==> src/hw/mpg_pkg.sv <==
// Constants and types for the page 14 access guard.
// Assumes one clock domain; the I2C slave, NVM loader and rheostat
// logic sit outside and talk to the guard on the same clock.
//
// Operation
// - Each space holds sixteen pages of sixteen bytes
// - NVM and EEPROM write or erase whole pages
// - Guards live in page 14 at E0, E1, E2
// - Block 000 guard access acts live, lost on reset
// - NVM page 14 applies only after reset reload
// - Register guard bits 1:0 set register read protection
// - Register guard bits 3:2 set register write protection
// - Register guard bit 4 gates matrix program signal
// - Register guard can block rheostat store to pages 12-13
// - NVM guard bits 1:0 block NVM read or write
// - EEPROM guard bit 2 enables EEPROM write protection
// - EEPROM guard bits 1:0 choose protected upper region
// - Lock bit at E4 freezes all three guards
// - Lock bit rejects writes to all of NVM page 14
// - Soft reset withheld while register writes fully protected
// - Lock plus NVM write block makes settings permanent
// - Block address 000 reg, 010 NVM, 011 EEPROM
// - Service pages 8 and 15 of reg and NVM readable, never written
package mpg_pkg;

   // Space geometry
   localparam int PAGE_COUNT = 16;
   localparam int PAGE_BYTES = 16;

   // Block addresses
   localparam logic [2:0] BLK_REG = 3'h0;
   localparam logic [2:0] BLK_NVM = 3'h2;
   localparam logic [2:0] BLK_EEP = 3'h3;

   // Guard byte word addresses
   localparam logic [7:0] ADDR_REG_GUARD = 8'hE0;
   localparam logic [7:0] ADDR_NVM_GUARD = 8'hE1;
   localparam logic [7:0] ADDR_EEP_GUARD = 8'hE2;
   localparam logic [7:0] ADDR_LOCK = 8'hE4;

   // Guard slots in the live copy
   localparam logic [1:0] SLOT_REG = 2'h0;
   localparam logic [1:0] SLOT_NVM = 2'h1;
   localparam logic [1:0] SLOT_EEP = 2'h2;
   localparam logic [1:0] SLOT_LOCK = 2'h3;

   // Special pages
   localparam logic [3:0] PAGE_GUARD = 4'hE;
   localparam logic [3:0] PAGE_SVC_LO = 4'h8;
   localparam logic [3:0] PAGE_SVC_HI = 4'hF;
   localparam logic [3:0] PAGE_RHEO_LO = 4'hC;
   localparam logic [3:0] PAGE_RHEO_HI = 4'hD;
   localparam logic [3:0] PAGE_OFFSET_ZERO = 4'h0;

   // Field positions
   localparam int RG_READ_LSB = 0;
   localparam int RG_WRITE_LSB = 2;
   localparam int RG_MATRIX_BIT = 4;
   localparam int NV_READ_BIT = 0;
   localparam int NV_WRITE_BIT = 1;
   localparam int EE_REGION_LSB = 0;
   localparam int EE_ENABLE_BIT = 2;
   localparam int LOCK_BIT = 0;

   // Implemented bits per guard; the rest read zero
   localparam logic [7:0] MASK_REG = 8'h1F;
   localparam logic [7:0] MASK_NVM = 8'h03;
   localparam logic [7:0] MASK_EEP = 8'h07;
   localparam logic [7:0] MASK_LOCK = 8'h01;
   localparam logic [7:0] GUARD_RESET = 8'h00;
   localparam logic [7:0] DATA_ZERO = 8'h00;

   // Register read/write protection codes
   localparam logic [1:0] PROT_NONE = 2'h0;
   localparam logic [1:0] PROT_PART = 2'h1;
   localparam logic [1:0] PROT_FULL = 2'h2;

   // EEPROM region codes and first protected page of each
   localparam logic [1:0] REGION_QUARTER = 2'h0;
   localparam logic [1:0] REGION_HALF = 2'h1;
   localparam logic [1:0] REGION_3QUARTER = 2'h2;
   localparam logic [3:0] FIRST_QUARTER = 4'hC;
   localparam logic [3:0] FIRST_HALF = 4'h8;
   localparam logic [3:0] FIRST_3QUARTER = 4'h4;
   localparam logic [3:0] FIRST_ALL = 4'h0;

   // Partial register protection starts here by default
   localparam logic [3:0] PART_FIRST_DEFAULT = 4'h8;

   // Access kinds
   typedef enum logic [1:0] {
      KIND_READ = 2'h0,
      KIND_WRITE = 2'h1,
      KIND_ERASE = 2'h2
   } mpg_kind_type;

   typedef enum {ST_LOAD, ST_READY} mpg_state_type;

endpackage

==> src/hw/mpg_space_decode.sv <==
// Block address decoder for the three I2C spaces.
// Assumes a three bit block address from the I2C slave.
`timescale 1ns/10ps
module mpg_space_decode
   import mpg_pkg::*;
(
   // Address
   input wire logic [2:0] block,
   // Space selects
   output logic is_reg,
   output logic is_nvm,
   output logic is_eep
);

   // 001 and 1xx select nothing
   assign is_reg = (block == BLK_REG);
   assign is_nvm = (block == BLK_NVM);
   assign is_eep = (block == BLK_EEP);

endmodule

==> src/hw/mpg_region_check.sv <==
// EEPROM software write protection region check.
// Assumes the page index of a write or erase request.
`timescale 1ns/10ps
module mpg_region_check
   import mpg_pkg::*;
(
   // Guard fields
   input wire logic enable,
   input wire logic [1:0] region,
   // Request page
   input wire logic [3:0] page,
   // Verdict
   output logic protect
);

   logic [3:0] first_page;

   // Regions always grow down from the top page
   assign first_page = (region == REGION_QUARTER) ? FIRST_QUARTER :
                       (region == REGION_HALF) ? FIRST_HALF :
                       (region == REGION_3QUARTER) ? FIRST_3QUARTER :
                       FIRST_ALL;

   // Disabled guard leaves the EEPROM open
   assign protect = enable && (page >= first_page);

endmodule

==> src/hw/mpg_guard.sv <==
// Page 14 access guard: live copy of the protection bytes and the
// grant or refusal of every I2C read, write and erase.
// Assumes an I2C slave on the same clock that presents one request
// at a time and performs granted accesses itself, and an NVM loader
// that replays page 14 after every reset before raising LOAD_DONE.
`timescale 1ns/10ps
module mpg_guard
   import mpg_pkg::*;
#(
   parameter logic [3:0] PART_FIRST_PAGE = PART_FIRST_DEFAULT
)
(
   // Clock and reset
   input wire logic CLK,
   input wire logic SYS_RST,
   // NVM reload of page 14
   input wire logic LOAD_VALID,
   input wire logic [7:0] LOAD_WORD,
   input wire logic [7:0] LOAD_DATA,
   input wire logic LOAD_DONE,
   // Access request from the I2C slave
   input wire logic REQ_VALID,
   input wire logic [1:0] REQ_KIND,
   input wire logic [2:0] REQ_BLOCK,
   input wire logic [7:0] REQ_WORD,
   input wire logic [7:0] REQ_WDATA,
   output logic REQ_READY,
   // Access verdict
   output logic ACC_DONE,
   output logic ACC_GRANT,
   output logic [7:0] ACC_RDATA,
   // Connection matrix program signal
   input wire logic MATRIX_PROG_IN,
   output logic MATRIX_PROG_OUT,
   // Rheostat store into NVM pages 12 and 13
   input wire logic RHEO_STORE_REQ,
   output logic RHEO_STORE_GO,
   // Soft reset request
   input wire logic SOFT_RST_REQ,
   output logic SOFT_RST_GO
);

   // Slot of a guard byte, and whether the word is one
   function automatic logic [2:0] guard_slot(input logic [7:0] word);
      logic [2:0] res;
      res = 3'h0;
      case (word)
         ADDR_REG_GUARD: res = {1'b1, SLOT_REG};
         ADDR_NVM_GUARD: res = {1'b1, SLOT_NVM};
         ADDR_EEP_GUARD: res = {1'b1, SLOT_EEP};
         ADDR_LOCK: res = {1'b1, SLOT_LOCK};
         default: res = 3'h0;
      endcase
      return res;
   endfunction

   // Protection code applied to one page; 11 counts as full
   function automatic logic prot_active(input logic [1:0] code,
                                        input logic [3:0] page);
      logic res;
      res = 1'b1;
      case (code)
         PROT_NONE: res = 1'b0;
         PROT_PART: res = (page >= PART_FIRST_PAGE);
         default: res = 1'b1;
      endcase
      return res;
   endfunction

   // Mask of implemented bits for a slot
   function automatic logic [7:0] slot_mask(input logic [1:0] slot);
      logic [7:0] res;
      res = MASK_LOCK;
      case (slot)
         SLOT_REG: res = MASK_REG;
         SLOT_NVM: res = MASK_NVM;
         SLOT_EEP: res = MASK_EEP;
         default: res = MASK_LOCK;
      endcase
      return res;
   endfunction

   mpg_state_type state;
   mpg_state_type next_state;
   logic [7:0] guard [0:3];

   logic is_reg;
   logic is_nvm;
   logic is_eep;
   logic eep_protect;
   logic [3:0] page;
   logic aligned;
   logic svc_page;
   logic [2:0] req_slot;
   logic [2:0] load_slot;
   logic req_is_guard;
   logic locked;
   logic [1:0] reg_read_code;
   logic [1:0] reg_write_code;
   logic reg_write_full;
   logic nvm_read_block;
   logic nvm_write_block;
   logic reg_read_ok;
   logic reg_write_ok;
   logic nvm_read_ok;
   logic nvm_write_ok;
   logic eep_write_ok;
   logic read_ok;
   logic write_ok;
   logic erase_ok;
   logic grant;
   logic accept;
   logic guard_write;
   logic [7:0] next_rdata;

   mpg_space_decode u_space_decode (
      .block (REQ_BLOCK),
      .is_reg (is_reg),
      .is_nvm (is_nvm),
      .is_eep (is_eep)
   );

   // Sixteen pages of sixteen bytes: high nibble pages
   assign page = REQ_WORD[7:4];
   assign aligned = (REQ_WORD[3:0] == PAGE_OFFSET_ZERO);
   assign svc_page = (page == PAGE_SVC_LO) || (page == PAGE_SVC_HI);

   assign req_slot = guard_slot(REQ_WORD);
   assign load_slot = guard_slot(LOAD_WORD);
   assign req_is_guard = req_slot[2];

   // Guard fields from the live copy only
   assign locked = guard[SLOT_LOCK][LOCK_BIT];
   assign reg_read_code = guard[SLOT_REG][RG_READ_LSB +: 2];
   assign reg_write_code = guard[SLOT_REG][RG_WRITE_LSB +: 2];
   assign reg_write_full = (reg_write_code != PROT_NONE) &&
                           (reg_write_code != PROT_PART);
   assign nvm_read_block = guard[SLOT_NVM][NV_READ_BIT];
   assign nvm_write_block = guard[SLOT_NVM][NV_WRITE_BIT];

   mpg_region_check u_region_check (
      .enable (guard[SLOT_EEP][EE_ENABLE_BIT]),
      .region (guard[SLOT_EEP][EE_REGION_LSB +: 2]),
      .page (page),
      .protect (eep_protect)
   );

   // Guard bytes always read back their live value
   assign reg_read_ok = is_reg &&
      (req_is_guard || !prot_active(reg_read_code, page));

   // Locked guards refuse change even if writes are open
   assign reg_write_ok = is_reg && !svc_page &&
      !prot_active(reg_write_code, page) &&
      !(req_is_guard && locked);

   assign nvm_read_ok = is_nvm && !nvm_read_block;

   // Whole page only, service pages never, page 14 frozen by lock
   assign nvm_write_ok = is_nvm && aligned &&
      !nvm_write_block &&
      !svc_page &&
      !(locked && (page == PAGE_GUARD));

   assign eep_write_ok = is_eep && aligned && !eep_protect;

   // EEPROM reads are never guarded
   assign read_ok = reg_read_ok || nvm_read_ok || is_eep;
   assign write_ok = reg_write_ok || nvm_write_ok || eep_write_ok;
   // Erase exists only for the two page-erasable spaces
   assign erase_ok = nvm_write_ok || eep_write_ok;

   assign grant = (REQ_KIND == KIND_READ) ? read_ok :
                  (REQ_KIND == KIND_WRITE) ? write_ok :
                  (REQ_KIND == KIND_ERASE) ? erase_ok : 1'b0;

   // Requests wait until the reload has finished
   assign REQ_READY = (state == ST_READY);
   assign accept = REQ_VALID && REQ_READY;
   assign guard_write = accept && grant && is_reg && req_is_guard &&
                        (REQ_KIND == KIND_WRITE);

   assign next_rdata = (accept && grant && is_reg && req_is_guard &&
                        (REQ_KIND == KIND_READ)) ?
                       guard[req_slot[1:0]] : DATA_ZERO;

   always_comb begin
      next_state = state;
      case (state)
         ST_LOAD: begin
            if (LOAD_DONE) begin
               next_state = ST_READY;
            end
         end
         ST_READY: next_state = ST_READY;
         default: next_state = ST_LOAD;
      endcase
   end

   always_ff @(posedge CLK) begin
      if (SYS_RST) begin
         state <= ST_LOAD;
      end else begin
         state <= next_state;
      end
   end

   // Reset discards live edits; the reload restores page 14
   genvar gi;
   generate
      for (gi = 0; gi < 4; gi = gi + 1) begin : g_guard
         always_ff @(posedge CLK) begin
            if (SYS_RST) begin
               guard[gi] <= GUARD_RESET;
            end else if ((state == ST_LOAD) && LOAD_VALID && load_slot[2] &&
                         (load_slot[1:0] == 2'(gi))) begin
               guard[gi] <= LOAD_DATA & slot_mask(2'(gi));
            end else if (guard_write && (req_slot[1:0] == 2'(gi))) begin
               guard[gi] <= REQ_WDATA & slot_mask(2'(gi));
            end
         end
      end
   endgenerate

   always_ff @(posedge CLK) begin
      if (SYS_RST) begin
         ACC_DONE <= 1'b0;
         ACC_GRANT <= 1'b0;
         ACC_RDATA <= DATA_ZERO;
      end else begin
         ACC_DONE <= accept;
         ACC_GRANT <= accept && grant;
         ACC_RDATA <= next_rdata;
      end
   end

   // Side signals stay low until the guards are known
   always_ff @(posedge CLK) begin
      if (SYS_RST) begin
         MATRIX_PROG_OUT <= 1'b0;
         RHEO_STORE_GO <= 1'b0;
         SOFT_RST_GO <= 1'b0;
      end else begin
         MATRIX_PROG_OUT <= REQ_READY && MATRIX_PROG_IN &&
            !guard[SLOT_REG][RG_MATRIX_BIT];
         // Pages 12 and 13 also obey the NVM write block
         RHEO_STORE_GO <= REQ_READY && RHEO_STORE_REQ &&
            !reg_write_full && !nvm_write_block;
         // Soft reset is how page 14 edits get reloaded
         SOFT_RST_GO <= REQ_READY && SOFT_RST_REQ && !reg_write_full;
      end
   end

endmodule

==> config.mk <==
export PLATFORM = sky130hd
export DESIGN_NAME = mpg_guard
export DESIGN_NICKNAME = d
export VERILOG_FILES = /design/src/hw/mpg_pkg.sv /design/src/hw/mpg_space_decode.sv /design/src/hw/mpg_region_check.sv /design/src/hw/mpg_guard.sv
export SDC_FILE = /design/constraint.sdc
export NUM_CORES = 1
export LEC_CHECK = 0
export ABC_AREA = 1
export BUFFER_PORTS_ARGS = -buffer_cell sky130_fd_sc_hd__buf_4
export CAP_MARGIN = 40
export CORE_UTILIZATION = 28
export CTS_CLUSTER_SIZE = 16
export DETAILED_ROUTE_END_ITERATION = 8
export HOLD_SLACK_MARGIN = 0.12
export SETUP_SLACK_MARGIN = 0.3
export SKIP_LAST_GASP = 1
export SLEW_MARGIN = 25
export SYNTH_ARGS = -nofsm -noshare
export SYNTH_HDL_FRONTEND = slang
export SYNTH_SLANG_ARGS = --single-unit
==> constraint.sdc <==
create_clock -name CLK -period 2.25 [get_ports CLK]
set_clock_uncertainty 0.05 [all_clocks]
set_input_delay 0.45 -clock CLK [delete_from_list [all_inputs] [get_ports CLK]]
set_output_delay 0.45 -clock CLK [all_outputs]
set_load 0.005 [all_outputs]
# == After elaboration in Yosys (flattened, before gate mapping) ==
# Memories as Yosys holds them, arrays and structs flattened. A register that Yosys moved wholly into a read port is not among the register bits.
# Cells that the tools add are included.
# W data, S select, Z words.
# totals
reg_bits,45
latchBits,0
mem_bits_rw,20
rom_bits,0
n_memories,1
# classes
add_sub_neg,0
mul,0
n_div,0
magnitude_cmp,2
eq_ne,29
n_shift,0
mux,50
bitwise_logic,9
reduce_logical,67
# memory_table
memory,words,width,rd,rd_ports_with_merged_regs,wr,line_no,text
guard,4,5,5,1,4,mpg_guard.sv:85,logic [7:0] guard [0:3];
# op_table
op,n
$eq A8 B8 Y1 const B,8
$logic_not A32 Y1,2
$pmux W32 S2,1
$mux W5,8
$logic_and A1 B1 Y1,38
$mux W1,33
$eq A32 B1 Y1 const B,1
$eq A32 B2 Y1 const B,1
$mux W32,1
$pmux W3 S4,2
$eq A2 B1 Y1 const B,6
$eq A2 B2 Y1 const B,6
$eq A4 B4 Y1 const B,3
$logic_not A2 Y1,6
$logic_not A1 Y1,10
$mux W4,2
$or A1 B1 Y1,8
$logic_or A1 B1 Y1,7
$eq A3 B2 Y1 const B,2
$ge A4 B4 Y1,1
$ge A4 B4 Y1 const B,1
$logic_not A4 Y1,1
$pmux W1 S2,2
$logic_not A3 Y1,1
6 further kinds,6

# == Logic depth before layout (Yosys ltp) ==
# Gate-level depths: netlist (run 1).
# An unclocked memory read counts as a cell.
# logic_depth
ltp_word,23
depth_mapped,14

# == Cells and area by module ==
# A second synthesis (run 1) with hierarchy kept.
# unflattened
cells_unflattened,228
hier_area_um2,1590.3
# by_module_without_submodules
module,n_inst,cells_each,area_per_inst_um2
mpg_guard,1,208,1492.7
mpg_region_check,1,13,71.3
mpg_space_decode,1,7,26.3

# == Least setup slack after synthesis (run 1) ==
# No wires, ideal clock.
# synth_timing
kind,input to register
from,in REQ_WORD[7]
to,mem guard[0][0] (netlist name) (enable)
setup_ns,0.319
t_arrival_ns,1.730
required_time_ns,1.881
setup_slack_ns,0.152
path_stages,12
cell_sequence,ha_1 -> a21oi_1 -> nand2_1 -> nand2_1 -> nand2_1 -> nand2_1 -> inv_1 -> nand2_1 -> nand3_4 -> nor2_8 -> nand2_4 -> nand3_1
# synth_lines
item,line_no,text
from (decl),mpg_guard.sv:25,"input wire logic [7:0] REQ_WORD,"
to (decl),mpg_guard.sv:85,

==> summary.txt, run 1 <==
Run status
  • Status: complete, no violations

Placed design
  • Final HPWL DP: 3160 um
  • Port buffer count: 49
  • GPL Wtd Cong: 0.794
  • Setup WS pre-CTS: 0.000881 ns

Floorplan
  • I/O pin count: 59
  • Die height: 76.6 um
  • Die footprint: 5870 um^2
  • Initial core utilization: 29.7%
  • Die width: 76.6 um
  • FP Rows: 26
  • Core area: 5240 um^2

Detailed routing
  • Wire per inst: 10.7 um
  • DR iter-0 viols: 40
  • Via count: 1,503
  • Pre-antenna DRT Iters: 4
  • Vias per cell: 4.39
  • DRC: 0
  • ANT nets after route: 0
  • Detailed Route WL: 3650 um

GRT
  • GRT Util Overall: 13.3%
  • Via count of the first global-routing pass: 1,509
  • Pin count of the biggest net entering global routing: 14
  • Initial antenna violation count: 0
  • First-pass GRT wire length: 6460 um
  • GR Overflow Total: 0

STA
  • Final worst slack: 0.233 ns
  • # setup viols final: 0
  • RSZ-0062 raised after global routing: true
  • Fin Setup TNS: 0 ns
  • Min Clock Period, post-route: 2.02 ns
  • WHS: 0.334 ns
  • Period utilization: 89.6%
  • Fmax: 496 MHz
  • Final hold vios: 0
  • Slew Limit Fails: 0

Critical path
  • CP Launch Type: register
  • Crit path cell chain: ha_4, a21oi_2, nand2_1, nand2_1, nand2_1, nand2_2, nand2_2, nand2_2, nand3_4, nor2_8, inv_4, o21ai_4
  • Worst EP required: 2.16 ns
  • Worst-path maximum fanout: 5
  • Critical path type: reg -> reg
  • R2R setup slack: 0.23 ns
  • CP endpoint kind: register
  • Top delay family on crit path: simple AND/OR/NAND/NOR gates
  • Worst path buffer plus inverter count: 1
  • Crit path max-delay cell type: edfxtp_1
  • Max incr delay on CP: 0.44 ns
  • Worst EP arrival: 1.92 ns

Pwr
  • Sw frac: 23.3%
  • Combinational Power Share: 18.4%
  • Flop pwr share: 47.5%
  • P_sw: 214 uW
  • Design Power: 920 uW
  • Clk pwr share: 34.0%
  • Power Internal: 706 uW
  • P_leak: 1.10 nW
  • Pwr dens: 418 nW/um^2
  • Worst vdd ir: 0.230 mV

Clock network
  • Clock Path Buffers: 2
  • Clock Latency Late Sink: 0.26 ns
  • CTS Buf Count: 3
  • Root Buffer: clkbuf_8
  • CTS sink count: 22
  • CTS tree: yes
  • CTS H-Tree Depth: 1
  • Clock transition at path regs: 0.08 ns

Yosys
  • Avg Inst Size Synth: 7.25 um^2
  • Share of the synthesized area in the top cell type: 21.2%
  • Syn. warnings: 0
  • Library cells used by synthesis: 36
  • Register area share after synthesis: 35.3%
  • Top cells by area, synth: edfxtp_1, dfxtp_1, nand2_1, inv_1, nor2_1
  • Mapped Area: 1560 um^2
  • Dominant cell type by area after synthesis: edfxtp_1
  • Cells after synthesis: 215
  • #FFs+latches synth: 22

Final layout
  • Diodes inserted: 0
  • Fill cells: 556
  • Layout Utilization: 42.0%
  • Area growth from synthesis to layout: 41.3%
  • Share of post-route cells with drive strength above 1: 39.7%
  • Final net count: 320

Hold path
  • Hold crit path type: in -> reg

Flow run
  • Max-Cap Viols: 0
[tightest hold or removal path: cells and delay by family]
kind	cells	cell delay [ns]
AND/OR/NAND/NOR	2	0.09
buffers and inverters	1	0.08
[final timing paths]
check / startpoint / to / depth (start not counted)
max: guard[2][1] / guard[2][0] / 12
min reg2reg: guard[0][4] / ACC_RDATA[4] / 2
min: LOAD_DONE / state[0] / 3
max reg2reg: guard[2][1] / guard[2][0] / 12
[per-stage QoR]
stage,area (um^2),std cells
after floorplan,1610,217
after global placement,2070,335
after detailed placement,2070,335
after CTS,2170,342
after global routing,2200,342
final,2200,342
[Yosys cell counts (all sizes together)]
library cell / count
nand4: 9
nor3b: 1
a21oi: 9
ha: 2
dfxtp: 11
inv: 34
nor2: 31
nor3: 5
buf: 3
edfxtp: 11
nand2: 61
xor2: 1
nor4: 1
o22ai: 1
conb: 1
nand3b: 2
nand3: 19
o21bai: 1
clkbuf: 2
o21ai: 7
a211oi: 1
or2: 2
[cells in the final DEF (no fill, tap or decap), types with 3 or more instances in the layout]
master / synthesis / routed
nand2_1: 55 / 51
clkbuf_8: 0 / 3
nand2_2: 4 / 8
a21oi_1: 8 / 7
inv_2: 3 / 5
nor3_2: 3 / 3
nand3_1: 15 / 13
nand3_2: 3 / 3
nor2_2: 5 / 6
conb_1: 1 / 3
o21ai_2: 5 / 4
dfxtp_1: 11 / 11
nand3_4: 1 / 3
buf_4: 3 / 54
nand4_1: 8 / 8
nor2_1: 23 / 22
edfxtp_1: 11 / 11
inv_1: 31 / 28
[logic make-up (layout without fill, tap and decap cells)]
group | count (synthesis) | after routing | share of synthesized area, %
and+or+nand+nor | 131 | 131 | 43.9
AOI/OAI and AO/OA | 19 | 19 | 8.19
buffers and inverters | 39 | 94 | 10.1
DFF | 22 | 22 | 35.3
other | 1 | 3 | 0.241
adders and majority gates | 2 | 2 | 1.61
xor gates and xnor gates | 1 | 1 | 0.562
[power groups by stage]
stage               registers, mW  clock network [mW]  logic (mW)
floorplan                   0.445                   0      0.0793
global placement            0.446                   0       0.163
detailed placement          0.446                   0       0.166
CTS                         0.437               0.318       0.169
global route                0.439               0.342       0.189
finish                      0.437               0.313       0.170
[repair_timing]
action / in CTS / in global routing
setup endpoints to repair: 11 / 27
endpoints found under the hold margin: 0 / 0
resized for setup: 3 / 9
pin swaps: 2 / 4
setup buffers: 3 / 0
hold buffers: 0 / 0
[area by class of cell]
type	instances	area [um^2]	area share, %
flip-flops and latches	22	551	25.0
clock buffers	4	66.3	3.01
well taps	70	87.6	3.98
multi-input cells	156	938	42.6
inverters	34	130	5.91
repair buffers	56	428	19.4
[state kept, by name (all words and copies together), names as in the netlist]
| signal | cells |
|---|---|
| MATRIX_PROG_OUT | 1 |
| SOFT_RST_GO | 1 |
| state | 1 |
| RHEO_STORE_GO | 1 |
| ACC_GRANT | 1 |
| ACC_RDATA | 5 |
| ACC_DONE | 1 |
| guard | 11 |
[routing by layer]
layer	up-vias	GRT usage, %	wire (um)
met1	664	17.5	1710
met3	2	2.87	207
met2	38	22.3	1720
met5	-	0	0
li1	799	-	-
met4	0	2.12	9
Power figures use the tool's default switching activity.
==> run 2: changes to the inputs <==
--- a/config.mk
+++ b/config.mk
@@ -8,10 +8,11 @@
 export ABC_AREA = 1
 export BUFFER_PORTS_ARGS = -buffer_cell sky130_fd_sc_hd__buf_4
 export CAP_MARGIN = 40
-export CORE_UTILIZATION = 28
+export CORE_UTILIZATION = 44
 export CTS_CLUSTER_SIZE = 16
 export DETAILED_ROUTE_END_ITERATION = 8
 export HOLD_SLACK_MARGIN = 0.12
+export PLACE_DENSITY = 0.76
 export SETUP_SLACK_MARGIN = 0.3
 export SKIP_LAST_GASP = 1
 export SLEW_MARGIN = 25
==> constraint.sdc (replaced) <==
create_clock -name CLK -period 1.8 [get_ports CLK]
set_clock_uncertainty 0.05 [all_clocks]
set_input_delay 0.36 -clock CLK [delete_from_list [all_inputs] [get_ports CLK]]
set_output_delay 0.36 -clock CLK [all_outputs]
set_load 0.005 [all_outputs]
==> run 2 against run 1 <==
The flow now finishes with violations (negative setup slack). Largest cell class unchanged. Critical path depth is the same. Die area down 36%. Hold slack lost 0.15 ns. Highest routed layer unchanged. Global-route usage is 8.4 points higher. Register-to-register slack lost 0.55 ns. Critical endpoint is now guard[2][1]. Critical path type unchanged.
==> summary.txt, run 2 (synthesis results as in run 1) <==
Run status
  • Status: complete, but fails checks
  • Failing checks: negative setup slack

Critical path
  • RR Endpoint: guard[2][1]
  • Worst-path maximum fanout: 5 (unchanged)
  • Critical path type: reg -> reg
  • CP Launch Type: register
  • R2R cell count: 12 (unchanged)
  • Crit path capture: guard[2][1]
  • R2R Path Start: guard[2][1]
  • CP startpoint: guard[2][1]
  • CP endpoint kind: register
  • Worst EP required: 1.78 ns (-0.38 ns)
  • R2R setup slack: -0.31 ns (-0.55 ns)
  • Worst EP arrival: 2.09 ns (+0.17 ns)

Final layout
  • Largest registers: guard (11), ACC_RDATA (5)
  • Multi-input logic area: 918 um^2 (-2.1%)
  • Reg with most FFs: guard
  • Final net count: 338 (+5.6%)
  • Commonest non-fill, non-tap cell in the layout: buf_4
  • Share of post-route cells with drive strength above 1: 42.4% (+2.7 points)
  • Most frequent cells in the layout: buf_4, nand2_1, inv_1
  • Diodes inserted: 0 (unchanged)
  • Area growth from synthesis to layout: 45.3%
  • Reg area: 551 um^2 (unchanged)
  • Fill cells: 305 (-45%)
  • Largest register FFs: 11 (unchanged)

STA
  • WHS: 0.185 ns (-0.149 ns)
  • Fin Setup TNS: -6.14 ns (-6.14 ns)
  • Slew Limit Fails: 0 (unchanged)
  • RSZ-0062 raised after global routing: true
  • # setup viols final: 28 (+28)
  • Final hold vios: 0 (unchanged)
  • Final worst slack: -0.313 ns (-0.546 ns)
  • Period utilization: 117% (+28 points)
  • Fmax: 473 MHz (-4.5%)
  • Min Clock Period, post-route: 2.11 ns (+0.0956 ns)

Pwr
  • P_leak: 1.17 nW (+7.0%)
  • Power Internal: 823 uW (+17%)
  • Worst vdd ir: 0.401 mV (+74%)
  • Flop pwr share: 49.8% (+2.3 points)
  • Pwr dens: 486 nW/um^2 (+16%)
  • Sw frac: 25.2% (+1.9 points)
  • P_sw: 278 uW (+29%)
  • Clk pwr share: 29.7% (-4.3 points)
  • Combinational Power Share: 20.5% (+2.1 points)

GRT
  • First-pass GRT wire length: 6060 um (-6.2%)
  • Via count of the first global-routing pass: 1,511 (+0.13%)
  • GRT Util Overall: 21.7% (+8.4 points)
  • GR Overflow Total: 0 (unchanged)
  • Initial antenna violation count: 0 (unchanged)
  • Pin count of the biggest net entering global routing: 14 (unchanged)

Flow run
  • Max-Cap Viols: 0 (unchanged)

Clock network
  • CTS H-Tree Depth: 1 (unchanged)
  • CTS sink count: 22 (unchanged)
  • Clock transition at path regs: 0.12 ns (+0.04 ns)
  • CTS tree: yes
  • Clock Path Buffers: 2 (unchanged)
  • CTS Hold Buffers Added: 0 (unchanged)
  • CTS Buf Count: 3 (unchanged)
  • Clock Latency Late Sink: 0.32 ns (+0.06 ns)
  • Root Buffer: clkbuf_4

Detailed routing
  • Via count: 1,598 (+6.3%)
  • DRC: 0 (unchanged)
  • Detailed Route WL: 3710 um (+1.6%)
  • Vias per cell: 4.76 (+8.2%)
  • ANT nets after route: 0 (unchanged)
  • Wire per inst: 11.0 um (+3.4%)
  • DR iter-0 viols: 54 (+35%)
  • Pre-antenna DRT Iters: 4 (unchanged)

Floorplan
  • Die width: 61.5 um (-20%)
  • Initial core utilization: 46.3% (+17 points)
  • Core area: 3360 um^2 (-36%)
  • Die footprint: 3780 um^2 (-36%)
  • FP Rows: 21 (-19%)
  • I/O pin count: 59 (unchanged)
  • Die height: 61.5 um (-20%)

Placed design
  • GPL Wtd Cong: 0.910 (+15%)
  • Final HPWL DP: 3140 um (-0.41%)
  • Port buffer count: 49 (unchanged)

Hold path
  • Hold crit path type: in -> reg
==> run 2: cell count changes in the layout (fill, tap and decap cells not counted), moves of 2 or more <==
cell      change
buf_4        +19
clkbuf_4      +3
clkbuf_8      -3
inv_1         +2
inv_2         -2
==> run 2: critical path, stage by stage, from the launching register on <==
cell	delay, ns
edfxtp_1	0.47
ha_4	0.27
a21oi_2	0.10
nand2_1	0.05
nand2_1	0.06
nand2_1	0.06
nand2_2	0.08
nand2_2	0.05
nand2_2	0.08
nand3_4	0.10
nor2_8	0.20
inv_4	0.06
o21ai_4	0.18
==> run 2: layer usage <==
metal  share of wire [%]  vias to the layer above  wire [um]  track usage [%]
li1                    -                      840          -                -
met1                  43                      712       1600             26.2
met2                  52                       42       1910             39.6
met3                 4.3                        4        158             3.36
met4                0.92                        0         34             6.03
met5                   0                        -          0                0
==> run 2: power by group through the flow <==
stage                     Clock (mW)  Sequential, mW  Combinational, mW
after floorplan                    0           0.556             0.0948
after global placement             0           0.558              0.214
after detailed placement           0           0.559              0.220
after CTS                      0.329           0.547              0.223
after global routing           0.349           0.549              0.253
final                          0.327           0.548              0.226
==> run 2: repair_timing <==
action	in CTS	in global routing
resized for setup	3	7
setup buffers	2	0
endpoints found under the setup margin	28	28
pin swaps	0	9
==> run 2: final cells by class <==
cell class / count / share of cell area (%)
inverter: 34 / 5.75
clock buffer: 4 / 2.10
multi-input combinational: 156 / 40.6
timing repair buffer: 74 / 24.7
tap: 46 / 2.54
sequential: 22 / 24.3
==> run 2: metrics by stage <==
step	cells	worst slack (ns)	total power [mW]	instance area, um^2	util (%)
2_1_floorplan	217	-0.255	0.651	1590	-
3_3_place_gp	330	-0.311	0.773	2160	64.1
3_5_place_dp	330	-0.382	0.779	2160	64.1
4_1_cts	336	-0.289	1.10	2230	66.4
5_1_grt	336	-0.443	1.15	2260	67.3
6_report	336	-0.313	1.10	2260	67.3
==> run 2: how the worst min path moves through the flow <==
stage                           start           end  slack [ns]  cells past startpoint
after CTS                   LOAD_DONE      state[0]        0.18                      3
after global placement    guard[0][4]  ACC_RDATA[4]        0.44                      2
after detailed placement  guard[0][4]  ACC_RDATA[4]        0.45                      2
final                       LOAD_DONE      state[0]        0.19                      3
after global routing        LOAD_DONE      state[0]        0.20                      3
after floorplan               SYS_RST      ACC_DONE        0.38                      1
==> run 3: changes to the inputs <==
--- a/config.mk
+++ b/config.mk
@@ -5,14 +5,14 @@
 export SDC_FILE = /design/constraint.sdc
 export NUM_CORES = 1
 export LEC_CHECK = 0
-export ABC_AREA = 1
+export ABC_AREA = 0
 export BUFFER_PORTS_ARGS = -buffer_cell sky130_fd_sc_hd__buf_4
 export CAP_MARGIN = 40
-export CORE_UTILIZATION = 44
+export CORE_UTILIZATION = 42
 export CTS_CLUSTER_SIZE = 16
 export DETAILED_ROUTE_END_ITERATION = 8
 export HOLD_SLACK_MARGIN = 0.12
-export PLACE_DENSITY = 0.76
+export PLACE_DENSITY = 0.75
 export SETUP_SLACK_MARGIN = 0.3
 export SKIP_LAST_GASP = 1
 export SLEW_MARGIN = 25
==> run 3 against run 2 <==
The run still ends with negative setup slack left. Setup slack got worse by 0.23 ns. Routed wire length increased by 19%. Clock-buffer cell count decreased by 1. Area after synthesis decreased by 14%. First-iteration DRC count increased by 100%. Design area decreased by 1.8%. Cell count decreased by 18%. Global-route usage increased by 4.2 points. Core utilization increased by 5.5 points. Combinational power increased by 5%. Synthesized cell count decreased by 33%. Critical path depth decreased by 5. Critical path type unchanged. Critical endpoint is now guard[0][2]. Largest power group unchanged.
==> summary.txt, run 3 <==
Yosys
  • Mapped Area: 1340 um^2 (-14%)
  • Top cells by area, synth: edfxtp_1, dfxtp_1, nor2_1, a32o_1, o21ai_1
  • Largest family of logic cells by synthesized area: simple AND/OR/NAND/NOR gates
  • Post-synth ARST share: 0% (unchanged)
  • #FFs+latches synth: 22 (unchanged)
  • Post-synth EDFFs: 11 (unchanged)
  • Syn. warnings: 0 (unchanged)
  • Synth Area in Compound Gates: 22.8% (+15 points)
  • Simple-gate share of the synthesized area: 28.7% (-15 points)
  • Top-count cell post-synth: nor2_1
  • Synth Area in XOR/XNOR: 0% (-0.56 points)
  • Library cells used by synthesis: 47 (+31%)
  • Avg Inst Size Synth: 9.25 um^2 (+28%)
  • Register area share after synthesis: 41.0% (+5.7 points)
  • Adder-Cell Fraction of Synth Area: 2.61% (+1.0 points)
  • Multiplexer share of the synthesized area: 0% (unchanged)
  • Synth top cells by count: nor2_1, dfxtp_1, edfxtp_1, nand2_1, o21ai_1
  • Post-synth top flop: edfxtp_1
  • Cells after synthesis: 145 (-33%)
  • Dominant cell type by area after synthesis: edfxtp_1
  • Share of the synthesized area in the top cell type: 24.6% (+3.4 points)

Critical path
  • CP endpoint kind: register
  • Critical path type: reg -> reg
  • Worst EP required: 1.78 ns (about the same)
  • CP Launch Type: register
  • R2R cell count: 7 (-5)
  • Worst-path maximum fanout: 5 (unchanged)
  • R2R setup slack: -0.54 ns (-0.23 ns)
  • RR Endpoint: guard[0][2]
  • Worst EP arrival: 2.32 ns (+0.23 ns)
  • R2R Path Start: guard[2][1]

GRT
  • GRT Util Overall: 25.9% (+4.2 points)
  • Pin count of the biggest net entering global routing: 14 (unchanged)
  • Initial antenna violation count: 0 (unchanged)
  • First-pass GRT wire length: 6560 um (+8.2%)
  • GR Overflow Total: 0 (unchanged)
  • Via count of the first global-routing pass: 1,492 (-1.3%)

Run status
  • Failing checks: negative setup slack
  • Status: complete, but fails checks

STA
  • Period utilization: 130% (+13 points)
  • WHS: 0.197 ns (+0.0114 ns)
  • # setup viols final: 23 (-18%)
  • Slew Limit Fails: 0 (unchanged)
  • Fin Setup TNS: -10.31 ns (-4.17 ns)
  • RSZ-0062 raised after global routing: true
  • Fmax: 427 MHz (-9.9%)
  • Min Clock Period, post-route: 2.34 ns (+0.231 ns)
  • Final worst slack: -0.544 ns (-0.231 ns)
  • Final hold vios: 0 (unchanged)

Clock network
  • Clock transition at path regs: 0.13 ns (about the same)
  • CTS H-Tree Depth: 1 (unchanged)
  • Clock Path Buffers: 2 (unchanged)
  • CTS tree: yes
  • Root Buffer: clkbuf_4
  • Clock Latency Late Sink: 0.32 ns (about the same)
  • CTS Buf Count: 3 (unchanged)
  • CTS Hold Buffers Added: 0 (unchanged)
  • CTS sink count: 22 (unchanged)

Placed design
  • Setup WS pre-CTS: -0.586 ns (-0.204 ns)
  • GPL Wtd Cong: 0.891 (-2.1%)
  • Port buffer count: 49 (unchanged)
  • Area after DPL: 2030 um^2 (-5.9%)
  • Final HPWL DP: 3330 um (+5.9%)
  • Placed Cells incl. Taps: 266 (-19%)

Final layout
  • Diodes inserted: 0 (unchanged)
  • Final net count: 280 (-17%)
  • Largest registers: guard (11), ACC_RDATA (5)
  • Share of post-route cells with drive strength above 1: 52.2% (+9.7 points)
  • Design area: 2220 um^2 (-1.8%)
  • Most frequent cells in the layout: buf_4, nor2_1, dfxtp_1, edfxtp_1, nand2_1
  • Commonest non-fill, non-tap cell in the layout: buf_4
  • Final cell count without fillers: 276 (-18%)
  • Layout Utilization: 72.8% (+5.5 points)
  • Area growth from synthesis to layout: 65.7%
  • Largest register FFs: 11 (unchanged)
  • Reg with most FFs: guard

Detailed routing
  • ANT nets after route: 0 (unchanged)
  • DRC: 0 (unchanged)
  • Pre-antenna DRT Iters: 4 (unchanged)
  • Wire per inst: 15.9 um (+44%)
  • Vias per cell: 5.52 (+16%)
  • Via count: 1,523 (-4.7%)
  • DR iter-0 viols: 108 (+100%)
  • Detailed Route WL: 4390 um (+19%)

Floorplan
  • FP Rows: 20 (-4.8%)
  • Core area: 3050 um^2 (-9.2%)
  • Die width: 58.5 um (-4.9%)
  • I/O pin count: 59 (unchanged)
  • Die height: 58.5 um (-4.9%)
  • Die footprint: 3420 um^2 (-9.5%)
  • Initial core utilization: 43.9% (-2.4 points)

Hold path
  • Cell depth of the worst hold path: 3 (unchanged)
  • Hold crit path type: in -> reg
  • Hold Startpoint: LOAD_DONE
  • Hold Path End: state[0]

Pwr
  • Design Power: 1.17 mW (+6.2%)
  • Worst vdd ir: 0.304 mV (-24%)
  • Pwr dens: 526 nW/um^2 (+8.2%)
  • P_leak: 0.924 nW (-21%)

Flow run
  • Max-Cap Viols: 0 (unchanged)
run 3: cell types whose count changed after synthesis, sizes merged, moves of 5 or more:
| cell | delta |
|---|---|
| inv | -27 |
| nand4 | -5 |
| a32o | +5 |
| nand3 | -11 |
| nor2 | -16 |
| nand2 | -50 |
run 3: kinds of logic (layout without fill, tap and decap cells):
logic type,count (synthesis),after routing
simple gates,69,69
other cells,1,3
compound gates,37,37
buf+inv,13,98
flops,22,22
fa+ha+maj,3,3
run 3: worst max path at each step:
stage,start,end,slack (ns),depth (start not counted)
floorplan,guard[2][1],guard[2][0],-0.48,7
global placement,REQ_WORD[7],guard[0][4],-0.56,8
detailed placement,REQ_WORD[7],guard[0][2],-0.59,8
CTS,guard[2][1],guard[0][2],-0.49,7
global route,guard[2][1],guard[0][2],-0.60,7
finish,guard[2][1],guard[0][2],-0.54,7
run 3: repair_timing:
action	4_1_cts	5_1_grt
hold endpoints to repair	0	0
resized for setup	9	14
endpoints found under the setup margin	28	28
buffers inserted	3	3
pin swaps	9	10
run 3: critical path, cell delays in order (launching register included):
cell      delay (ns)
edfxtp_1        0.47
ha_4            0.25
nor2b_4         0.12
a311o_1         0.30
a311oi_4        0.37
buf_4           0.20
o21ai_4         0.06
o21ai_4         0.24
run 3: layout make-up:
class | instances | area [um^2]
fill | 218 | 831
clock buffer | 3 | 22.5
inverter | 7 | 26.3
sequential | 22 | 551
tap | 44 | 55.1
multi-input combinational | 112 | 858
timing repair buffer | 87 | 679
clock inverter | 1 | 30.0
run 3: layer usage:
| layer | share of wire (%) | GRT usage [%] | up-vias |
|---|---|---|---|
| met1 | 39 | 28.2 | 723 |
| met5 | 0 | 0 | - |
| met4 | 2.3 | 12.9 | 0 |
| met3 | 5.3 | 3.96 | 9 |
| met2 | 53 | 48.6 | 64 |
| li1 | - | - | 727 |
run 3: power by group:
group,switching (mW),internal (mW)
Sequential,0.00929,0.537
Combinational,0.108,0.130
Clock,0.160,0.225
Total,0.277,0.892
